--- src/ioag_pkg.sv ---
// package for the indexed offset address generator
// assumes a 100 MHz core clock and an avalon-mm register bus
package ioag_pkg;

  // ----------------------------------------
  // register byte offsets
  // ----------------------------------------
  localparam logic [4:0] OFS_CTRL = 5'h00;
  localparam logic [4:0] OFS_PTR0 = 5'h04;
  localparam logic [4:0] OFS_PTR1 = 5'h08;
  localparam logic [4:0] OFS_PTR2 = 5'h0c;
  localparam logic [4:0] OFS_BANK = 5'h10;
  localparam logic [4:0] OFS_CMD = 5'h14;
  localparam logic [4:0] OFS_RESULT = 5'h18;

  // ----------------------------------------
  // field positions and widths
  // ----------------------------------------
  localparam int CTRL_EXT_BIT = 0;
  localparam int PTR_W = 12;
  localparam int BANK_W = 4;
  localparam int CMD_W = 18;
  localparam int CMD_CLASS_LSB = 16;
  localparam int INSTR_DEST_BIT = 9;
  localparam int INSTR_ACC_BIT = 8;
  localparam int RES_MODE_LSB = 12;
  localparam int RES_DEST_BIT = 16;
  localparam int RES_ADDW_BIT = 17;
  localparam int RES_SEEN_BIT = 18;

  // ----------------------------------------
  // decode constants
  // ----------------------------------------
  localparam logic [5:0] ADDW_OPCODE = 6'h09;
  localparam logic [7:0] INDEXED_MAX = 8'h5f;
  localparam logic [7:0] STD_ACCESS_SPLIT = 8'h80;
  localparam logic [3:0] SFR_BANK = 4'hf;
  localparam logic [3:0] LOW_BANK = 4'h0;
  localparam logic [1:0] CLS_AUTO = 2'h0;
  localparam logic [1:0] CLS_FILE = 2'h1;
  localparam logic [1:0] CLS_INDIRECT = 2'h2;

  // ----------------------------------------
  // reset values
  // ----------------------------------------
  localparam logic RST_EXT = 1'b0;
  localparam logic [PTR_W-1:0] RST_PTR = 12'h000;
  localparam logic [BANK_W-1:0] RST_BANK = 4'h0;
  localparam logic [CMD_W-1:0] RST_CMD = 18'h00000;

  typedef enum logic [2:0] {
    MODE_NONE,
    MODE_INDEXED,
    MODE_FORCED,
    MODE_LONG,
    MODE_INDIRECT
  } ioag_mode_t;

  typedef struct packed {
    logic [PTR_W-1:0] addr;
    ioag_mode_t mode;
    logic dest_file;
    logic add_w_to_file;
  } ioag_result_t;

endpackage : ioag_pkg

--- src/ioag_addr_gen.sv ---
// data memory effective address generator with avalon-mm register slave
// assumes a synchronous bus master that holds requests until waitrequest low
//
// Contract
// - indexed offset only when extended set enabled
// - a=0, f<=5Fh: pointer pair two plus f
// - a=0, f>=60h extended: forced onto F60h upward
// - no forced path below 60h when extended
// - a=1: bank select value picks bank
// - inherent and literal instructions stay unaffected
// - indirect accesses keep standard pointer behaviour
// - memory size and register map unchanged
// - decode add_w_to_file from 0010 01da ffffffff
// - destination bit routes result, one means file
// - long address is bank value then f
// - each pointer pair holds 12 bits
//
// Chosen here: the Avalon-MM interface to the registers and the register addresses.
`timescale 1ns/10ps
module ioag_addr_gen (
  input wire logic mclk,
  input wire logic rst,
  input wire logic [4:0] avs_address,
  input wire logic avs_read,
  input wire logic avs_write,
  input wire logic [31:0] avs_writedata,
  input wire logic [3:0] avs_byteenable,
  output logic [31:0] avs_readdata,
  output logic avs_waitrequest,
  output ioag_pkg::ioag_result_t result,
  output logic result_valid,
  output logic extended_set_enable
);

  // ----------------------------------------
  // helpers
  // ----------------------------------------
  // byte-lane merge of a write into a stored word
  function automatic logic [31:0] merge_bytes(
    input logic [31:0] old_word,
    input logic [31:0] new_word,
    input logic [3:0] lanes
  );
    logic [31:0] merged;
    merged = old_word;
    for (int i = 0; i < 4; i++) begin
      if (lanes[i]) begin
        merged[i*8 +: 8] = new_word[i*8 +: 8];
      end
    end
    return merged;
  endfunction : merge_bytes

  // ----------------------------------------
  // bus handshake
  // ----------------------------------------
  // one wait cycle per access keeps readdata a clean flop output
  logic bus_req;
  logic bus_take;
  logic wr_take;
  logic rd_sample;
  assign bus_req = avs_read | avs_write;
  assign bus_take = bus_req & ~avs_waitrequest;
  assign wr_take = avs_write & ~avs_waitrequest;
  assign rd_sample = avs_read & avs_waitrequest;

  always_ff @(posedge mclk) begin
    if (rst) begin
      avs_waitrequest <= 1'b1;
    end else begin
      avs_waitrequest <= ~(bus_req & avs_waitrequest);
    end
  end

  // ----------------------------------------
  // address decode
  // ----------------------------------------
  logic hit_ctrl;
  logic hit_bank;
  logic hit_cmd;
  logic hit_result;
  logic [2:0] hit_ptr;
  assign hit_ctrl = avs_address == ioag_pkg::OFS_CTRL;
  assign hit_bank = avs_address == ioag_pkg::OFS_BANK;
  assign hit_cmd = avs_address == ioag_pkg::OFS_CMD;
  assign hit_result = avs_address == ioag_pkg::OFS_RESULT;
  assign hit_ptr[0] = avs_address == ioag_pkg::OFS_PTR0;
  assign hit_ptr[1] = avs_address == ioag_pkg::OFS_PTR1;
  assign hit_ptr[2] = avs_address == ioag_pkg::OFS_PTR2;

  // ----------------------------------------
  // configuration and pointer registers
  // ----------------------------------------
  logic [31:0] ctrl_merge;
  logic [31:0] bank_merge;
  logic [ioag_pkg::BANK_W-1:0] bank_select_value;
  assign ctrl_merge = merge_bytes({31'h0, extended_set_enable}, avs_writedata, avs_byteenable);
  assign bank_merge = merge_bytes({28'h0, bank_select_value}, avs_writedata, avs_byteenable);

  always_ff @(posedge mclk) begin
    if (rst) begin
      extended_set_enable <= ioag_pkg::RST_EXT;
    end else if (wr_take & hit_ctrl) begin
      extended_set_enable <= ctrl_merge[ioag_pkg::CTRL_EXT_BIT];
    end
  end

  always_ff @(posedge mclk) begin
    if (rst) begin
      bank_select_value <= ioag_pkg::RST_BANK;
    end else if (wr_take & hit_bank) begin
      bank_select_value <= bank_merge[ioag_pkg::BANK_W-1:0];
    end
  end

  // upper four bits of each pair do not exist
  logic [ioag_pkg::PTR_W-1:0] ptr [3];
  genvar gp;
  generate
    for (gp = 0; gp < 3; gp++) begin : g_ptr
      logic [31:0] ptr_merge;
      assign ptr_merge = merge_bytes({20'h0, ptr[gp]}, avs_writedata, avs_byteenable);
      always_ff @(posedge mclk) begin
        if (rst) begin
          ptr[gp] <= ioag_pkg::RST_PTR;
        end else if (wr_take & hit_ptr[gp]) begin
          ptr[gp] <= ptr_merge[ioag_pkg::PTR_W-1:0];
        end
      end
    end
  endgenerate

  // ----------------------------------------
  // command register
  // ----------------------------------------
  // a command write launches one decode on the following edge
  logic [ioag_pkg::CMD_W-1:0] cmd;
  logic [31:0] cmd_merge;
  logic cmd_pending;
  assign cmd_merge = merge_bytes({14'h0, cmd}, avs_writedata, avs_byteenable);

  always_ff @(posedge mclk) begin
    if (rst) begin
      cmd <= ioag_pkg::RST_CMD;
      cmd_pending <= 1'b0;
    end else begin
      cmd_pending <= wr_take & hit_cmd;
      if (wr_take & hit_cmd) begin
        cmd <= cmd_merge[ioag_pkg::CMD_W-1:0];
      end
    end
  end

  // ----------------------------------------
  // instruction fields
  // ----------------------------------------
  logic [15:0] instr;
  logic [1:0] cmd_class;
  logic [7:0] file_field;
  logic acc_bit;
  logic dest_bit;
  logic [1:0] ind_sel;
  assign instr = cmd[15:0];
  assign cmd_class = cmd[ioag_pkg::CMD_CLASS_LSB +: 2];
  assign file_field = instr[7:0];
  assign acc_bit = instr[ioag_pkg::INSTR_ACC_BIT];
  assign dest_bit = instr[ioag_pkg::INSTR_DEST_BIT];
  assign ind_sel = instr[1:0];

  logic is_add_w;
  logic file_op;
  logic ind_op;
  assign is_add_w = instr[15:10] == ioag_pkg::ADDW_OPCODE;
  // anything else under auto class is inherent or literal
  assign file_op = (cmd_class == ioag_pkg::CLS_FILE) |
                   ((cmd_class == ioag_pkg::CLS_AUTO) & is_add_w);
  assign ind_op = (cmd_class == ioag_pkg::CLS_INDIRECT) & (ind_sel != 2'h3);

  // ----------------------------------------
  // address modes
  // ----------------------------------------
  logic indexed_hit;
  logic std_low;
  logic [ioag_pkg::PTR_W-1:0] indexed_addr;
  logic [ioag_pkg::PTR_W-1:0] forced_addr;
  logic [ioag_pkg::PTR_W-1:0] long_addr;
  logic [ioag_pkg::PTR_W-1:0] ind_addr;

  // extended set alone opens the indexed window
  assign indexed_hit = extended_set_enable & ~acc_bit &
                       (file_field <= ioag_pkg::INDEXED_MAX);
  // sum cut to 12 bits; pointer pair two is also read by the indirect path and by read back
  assign indexed_addr = ptr[2] + {4'h0, file_field};
  // standard access bank split; extended forced values are all above 5Fh
  assign std_low = ~extended_set_enable & (file_field < ioag_pkg::STD_ACCESS_SPLIT);
  assign forced_addr = {(std_low ? ioag_pkg::LOW_BANK : ioag_pkg::SFR_BANK),
                        file_field};
  assign long_addr = {bank_select_value, file_field};
  // indirect pairs never see the offset, pair two included
  assign ind_addr = ptr[ind_sel];

  // ----------------------------------------
  // result selection
  // ----------------------------------------
  ioag_pkg::ioag_result_t next_result;
  always_comb begin
    next_result = '0;
    next_result.mode = ioag_pkg::MODE_NONE;
    next_result.add_w_to_file = is_add_w & (cmd_class == ioag_pkg::CLS_AUTO);
    if (file_op) begin
      next_result.dest_file = dest_bit;
      if (acc_bit) begin
        next_result.mode = ioag_pkg::MODE_LONG;
        next_result.addr = long_addr;
      end else if (indexed_hit) begin
        next_result.mode = ioag_pkg::MODE_INDEXED;
        next_result.addr = indexed_addr;
      end else begin
        next_result.mode = ioag_pkg::MODE_FORCED;
        next_result.addr = forced_addr;
      end
    end else if (ind_op) begin
      next_result.mode = ioag_pkg::MODE_INDIRECT;
      next_result.addr = ind_addr;
    end
  end

  logic result_seen;
  always_ff @(posedge mclk) begin
    if (rst) begin
      result <= '0;
      result_valid <= 1'b0;
      result_seen <= 1'b0;
    end else begin
      result_valid <= cmd_pending;
      if (cmd_pending) begin
        result <= next_result;
        result_seen <= 1'b1;
      end
    end
  end

  // ----------------------------------------
  // read back
  // ----------------------------------------
  logic [31:0] result_word;
  logic [31:0] next_readdata;
  assign result_word = {13'h0, result_seen, result.add_w_to_file, result.dest_file,
                        1'b0, 3'(result.mode), result.addr};

  always_comb begin
    next_readdata = 32'h0;
    case (1'b1)
      hit_ctrl: next_readdata = {31'h0, extended_set_enable};
      hit_ptr[0]: next_readdata = {20'h0, ptr[0]};
      hit_ptr[1]: next_readdata = {20'h0, ptr[1]};
      hit_ptr[2]: next_readdata = {20'h0, ptr[2]};
      hit_bank: next_readdata = {28'h0, bank_select_value};
      hit_cmd: next_readdata = {14'h0, cmd};
      hit_result: next_readdata = result_word;
      default: next_readdata = 32'h0;
    endcase
  end

  // unmapped reads answer zero, unmapped writes are dropped
  always_ff @(posedge mclk) begin
    if (rst) begin
      avs_readdata <= 32'h0;
    end else if (rd_sample) begin
      avs_readdata <= next_readdata;
    end
  end

endmodule : ioag_addr_gen

--- config.mk ---
export PLATFORM = sky130hd
export DESIGN_NAME = ioag_addr_gen
export DESIGN_NICKNAME = d
export VERILOG_FILES = /design/src/ioag_pkg.sv /design/src/ioag_addr_gen.sv
export SDC_FILE = /design/constraint.sdc
export NUM_CORES = 1
export LEC_CHECK = 0
export BUFFER_PORTS_ARGS = -buffer_cell sky130_fd_sc_hd__buf_4
export CELL_PAD_IN_SITES_DETAIL_PLACEMENT = 1
export CELL_PAD_IN_SITES_GLOBAL_PLACEMENT = 1
export CORE_UTILIZATION = 34
export CTS_CLUSTER_DIAMETER = 120
export CTS_CLUSTER_SIZE = 12
export DETAILED_ROUTE_END_ITERATION = 6
export PLACE_DENSITY_LB_ADDON = 0.1
export SLEW_MARGIN = 20
export SYNTH_ARGS = -nofsm -noshare
export SYNTH_HDL_FRONTEND = slang
export SYNTH_SLANG_ARGS = --single-unit
--- constraint.sdc ---
create_clock -name mclk -period 2.1 [get_ports mclk]
set_input_delay 0.105 -clock mclk [delete_from_list [all_inputs] [get_ports mclk]]
set_output_delay 0.105 -clock mclk [all_outputs]
set_load 0.1 [all_outputs]
; ---- After elaboration in Yosys (flattened, before gate mapping)
; Memories as Yosys holds them, arrays and structs flattened. A register that Yosys moved wholly into a read port is not among the register bits.
; Cells that the tools add are included.
[op_classes]
n_addsub = 1
n_mul = 0
div_mod_pow = 0
magnitude_cmp = 2
n_eq_ne = 10
n_shift = 0
mux = 35
bitwise = 23
reduce_logical = 7
[ops]
columns = operator, count
row1 = $mux 19, 7
row2 = $mux 15, 4
row3 = $mux 12, 3
row4 = $mux 8, 3
row5 = $mux 4, 4
row6 = $eq 5x5->1 const B, 3
row7 = $and 1x1->1, 14
row8 = $add 12x8->12, 1
row9 = $mux 1, 12
row10 = $eq 5x4->1 const B, 2
row11 = $reduce_and 2->1, 5
row12 = $le 8x7->1 const B, 1
row13 = $lt 8x8->1 const B, 1
row14 = $eq 6x4->1 const B, 1
row15 = $eq 5x3->1 const B, 1
row16 = $logic_not 5->1, 1
row17 = $or 1x1->1, 5
row18 = $mux 2, 2
row19 = $not 1->1, 4
row20 = $eq 2x1->1 const B, 1
row21 = $eq 2x2->1 const B, 1
row22 = $logic_not 2->1, 1
row23 = $ne 2x2->1 const B, 1
[word_totals]
reg_bits = 76
latchBits = 0
ram_bits = 36
romBits = 0
in_bits = 45
output_inout_bits = 52
elab_cells = 93
n_memories = 1
[mem_list]
columns = memory, words, width, read_ports, rd_clocked_by_memory_dff, write_ports, line
row1 = ptr, 3, 12, 4, 1, 3, ioag_addr_gen.sv:117  ; logic [ioag_pkg::PTR_W-1:0] ptr [3];

; ---- Depth between registers and ports, before layout
[logic_depth]
word_depth = 8
ltp_mapped = 10
depth_no_buf = 10

; ---- Worst setup path before layout
; OpenSTA, ideal clock, no wires.
[synth_path]
path_type = reg-to-reg
start = reg extended_set_enable
end = reg result[9] (netlist bit)
setup_time_ns = 0.086
t_arrival_ns = 2.191
required_ns = 2.014
path_slack_ns = -0.176
path_stages_with_launch = 7
synth_period_minus_slack_ns = 2.276
path_cell_list = dfxtp_1 nand2_1 a21o_1 clkbuf_1 o31ai_1 a22oi_1 a211oi_1
[synth_between]
elab_chain_cells = 5
[synth_rtl]
columns = item, line
row1 = "start, declared", ioag_addr_gen.sv:32  ; output logic extended_set_enable
row2 = "start signal, assigned", ioag_addr_gen.sv:102  ; extended_set_enable <= ioag_pkg::RST_EXT;
row3 = "start signal, assigned", ioag_addr_gen.sv:104  ; extended_set_enable <= ctrl_merge[ioag_pkg::CTRL_EXT_BIT];
row4 = $and 1x1->1 (2 in a row), ioag_addr_gen.sv:190  ; assign indexed_hit = extended_set_enable & ~acc_bit &
row5 = $mux 15, ioag_addr_gen.sv:215  ; end else if (indexed_hit) begin
row6 = $mux 15, ioag_addr_gen.sv:212  ; if (acc_bit) begin
row7 = $mux 15, ioag_addr_gen.sv:210  ; if (file_op) begin
row8 = "end signal, assigned", ioag_addr_gen.sv:237  ; result <= next_result;
row9 = "end, declared", ioag_addr_gen.sv:30  ; output ioag_pkg::ioag_result_t result,
; No other way between the ends.
; A chain may end at the register's enable or synchronous reset.

==> out/metrics.json <==
{
  "first_global_vias": 4940,
  "postSynthRegisterBits": 101,
  "hold_violations": 0,
  "synth_compound_area_share_pct": 18.2,
  "depth_of_the_worst_register_to_register_path": 8,
  "grt_max_degree": 57,
  "timing.rr.start": "ptr[2][1]",
  "met2_track_demand_over_resource_in_global_routing_pct": 38.3,
  "antenna_found_initial": 0,
  "regArea_um2": 2390,
  "detailedPlace.worstSlack_ns": -0.199,
  "end_of_the_worst_register_to_register_path": "result[16]",
  "timing.critical_path.from_type": "register",
  "start_util_pct": 34.9,
  "tritoncts_clock_tree": "yes",
  "setup_viol": 3,
  "post-route-min-period_ns": 2.21,
  "use_met3_pct": 3.18,
  "power_density_nw_per_um2": 637,
  "clockRootBuffer": "sky130_fd_sc_hd__clkbuf_16",
  "depth_of_the_cts_h_tree": 3,
  "ir_drop_uv": 397,
  "timing.max_slew.rel_slack_pct": 56.6,
  "fp-row-count": 45,
  "worst_setup_path_endpoint": "result[16]",
  "core_area_um2": 15300,
  "place_area_um2": 6270,
  "synthMuxAreaShare_pct": 5.90,
  "flow.area_growth_from_synthesis_pct": 25.5,
  "drtPass1Iterations": 5,
  "clock_insertion_delay_worst_skew_ns": 0.36,
  "class_of_the_most_critical_setup_path": "register to register",
  "gr-total-overflow": 0,
  "max_cap_violations": 0,
  "power_switching_share_pct": 29.0,
  "clk_path_buf_depth": 2,
  "clock_power_share_pct": 39.7,
  "met1_usage_pct": 33.9,
  "hp-start": "avs_writedata[10]",
  "final_std_cell_area_no_fill_um2": 6680,
  "cts_inserted_buffers": 9,
  "critical_path_arrival_ns": 2.48,
  "max_freq_mhz": 453,
  "drt_iter0_markers": 304,
  "grt_most_used_layer": "met2",
  "synth_fa_ha_area_share_pct": 2.26,
  "detailroute.via_count": 4955,
  "syn_inst": 604,
  "layout_commonest_cell": "sky130_fd_sc_hd__buf_4",
  "post_route_cells_drive_above_1_share_pct": 21.5,
  "worst_setup_hold_path_clk_slew_ns": 0.08,
  "multiInputGateArea_um2": 2710,
  "clkSinkCount": 101,
  "postSynthAreaPerCell_um2": 8.82,
  "yosys_warnings": 0,
  "comb_power_share_pct": 11.4,
  "max_slew.worst_pin.slew_ns": 0.651,
  "endpoint_type_of_the_worst_setup_path": "register",
  "internal-power_mw": 3.02,
  "floorplan.io_pins": 97,
  "synth_edf_count": 36,
  "placement.io_buffers": 68,
  "critical_path.max_fanout": 3,
  "via_per_inst": 5.35,
  "sum_of_routed_wire_length_over_all_layers_mm": 18.5,
  "final_cell_mix": "sky130_fd_sc_hd__buf_4, sky130_fd_sc_hd__nand2_1, sky130_fd_sc_hd__nor2_1, sky130_fd_sc_hd__dfxtp_1, sky130_fd_sc_hd__a21oi_1",
  "antenna_violating_nets_post_route": 0,
  "grt_use_total_pct": 24.0,
  "seq_area_frac_synth_pct": 44.7,
  "clock_skew_ns": 0.00956,
  "post_synth_instance_area_um2": 5330,
  "asyncSetResetFlopFracSynth_pct": 0,
  "final_core_utilization_pct": 43.8,
  "hold_path.class": "input port to register",
  "die_area_um2": 16200,
  "total_power_mw": 4.26,
  "post-route-period-util_pct": 105,
  "grt_setup_unrepaired": "yes",
  "cellLeakagePower_nw": 2.58,
  "timing.final.max_slew_violations": 0,
  "synth.distinct_cells": 54,
  "gp_congestion": 0.943,
  "run_status": "complete, but fails checks",
  "critical_path_origin": "ptr[2][1]",
  "synth_top_family_by_area": "simple AND/OR/NAND/NOR gates",
  "layout_setup_ws_ns": -0.106,
  "grt_first_pass_wirelength_mm": 28.9,
  "yosys.area_share.xor_xnor_pct": 0.658,
  "finish.net_count": 764,
  "layout.filler_cells": 1773,
  "cp_data_required_time_ns": 2.38,
  "power.net_switching_mw": 1.24,
  "hpwl_mm": 14.4,
  "worst-r2r-setup-slack_ns": -0.11,
  "insertedDiodeCount": 0,
  "die_width_um": 127,
  "synthFlopType": "sky130_fd_sc_hd__dfxtp_1",
  "post-route-drc-count": 0,
  "chipHeight_um": 127,
  "violations": "setup timing",
  "synth_simple_gate_area_share_pct": 22.6,
  "routed_wire_length_per_instance_um": 20.0,
  "power_frac_seq_pct": 48.9
}
==> per-layer routing <==
| metal | wire (um) | vias to the layer above | part of all wire [%] |
|---|---|---|---|
| met5 | 0 | - | 0 |
| met2 | 8510 | 133 | 46 |
| met1 | 8990 | 2456 | 49 |
| li1 | - | 2349 | - |
| met3 | 780 | 17 | 4.2 |
| met4 | 239 | 0 | 1.3 |
==> critical path: stages, from the launching register on <==
cell	delay (ns)
sky130_fd_sc_hd__edfxtp_1	0.44
sky130_fd_sc_hd__ha_1	0.34
sky130_fd_sc_hd__a211oi_1	0.25
sky130_fd_sc_hd__nor2_1	0.14
sky130_fd_sc_hd__o31ai_2	0.26
sky130_fd_sc_hd__a21oi_1	0.13
sky130_fd_sc_hd__mux2_2	0.25
sky130_fd_sc_hd__nand4_1	0.09
sky130_fd_sc_hd__a211oi_1	0.22
==> area by class of cell <==
class	count	area share, %
Tap cell	211	3.95
Inverter	11	0.618
Sequential cell	101	35.7
Timing Repair Buffer	127	14.7
Clock buffer	9	3.37
Clock inverter	7	1.03
Multi-Input combinational cell	460	40.6
==> cell usage after synthesis, types with 7 or more instances <==
cell,n,share of area (%)
sky130_fd_sc_hd__buf_4,16,2.3
sky130_fd_sc_hd__and2_1,39,4.6
sky130_fd_sc_hd__nand2b_1,15,1.8
sky130_fd_sc_hd__nor3_1,10,0.94
sky130_fd_sc_hd__a31oi_1,10,1.2
sky130_fd_sc_hd__o211ai_1,7,0.99
sky130_fd_sc_hd__edfxtp_1,36,20
sky130_fd_sc_hd__a22oi_1,8,1.1
sky130_fd_sc_hd__or3_1,7,0.82
sky130_fd_sc_hd__nor2_1,67,4.7
sky130_fd_sc_hd__nand2_1,72,5.1
sky130_fd_sc_hd__o21ai_0,31,2.9
sky130_fd_sc_hd__inv_1,11,0.78
sky130_fd_sc_hd__nand3_1,18,1.7
sky130_fd_sc_hd__a211oi_1,8,1.1
sky130_fd_sc_hd__ha_1,8,1.9
sky130_fd_sc_hd__nor2b_1,9,1.1
sky130_fd_sc_hd__mux2i_1,28,5.3
sky130_fd_sc_hd__a21oi_1,49,4.6
sky130_fd_sc_hd__dfxtp_1,65,24
sky130_fd_sc_hd__clkbuf_1,19,1.3
==> worst min-delay path by stage <==
stage	to	slack, ns	depth (start not counted)
global route	cmd[14]	0.02	3
CTS	cmd[10]	0.006	3
floorplan	result_valid	0.20	1
global placement	avs_waitrequest	0.32	2
detailed placement	avs_waitrequest	0.33	2
finish	cmd[10]	0.01	3
==> power groups by stage <==
stage | clock network [mW] | registers (mW) | logic (mW)
3_3_place_gp | 0 | 2.12 | 0.465
5_1_grt | 1.79 | 2.09 | 0.513
4_1_cts | 1.74 | 2.08 | 0.483
6_report | 1.69 | 2.08 | 0.485
2_1_floorplan | 0 | 2.19 | 0.256
3_5_place_dp | 0 | 2.13 | 0.469
==> cells by family after synthesis <==
group / Yosys count
compound gates: 153
xor+xnor: 4
fa+ha+maj: 9
buf+inv: 55
flops: 101
mux: 31
other cells: 1
simple gates: 250
==> sequential cells by signal, indices dropped and copies added, names as in the netlist, named ones only <==
name,cells
cmd_pending,1
avs_readdata,19
result_valid,1
result_seen,1
ptr,36
cmd,18
avs_waitrequest,1
extended_set_enable,1
result,17
bank_select_value,4
==> per-stage QoR <==
step	cells	hold slack [ns]	TNS, ns
finish	926	0.0139	-0.217
global route	926	0.0243	-0.916
CTS	924	0.00622	-0.334
detailed placement	899	0.328	-0.539
global placement	899	0.321	-0.314
floorplan	616	0.199	-0.0116
==> timing repair <==
action | CTS | global route
hold buffers | 7 | 0
setup endpoints to repair | 6 | 8
resized for setup | 6 | 1
endpoints found under the hold margin | 6 | 0
pin swaps | 5 | 5
setup buffers | 2 | 2
Note: power is estimated with default switching activity, not from simulation.
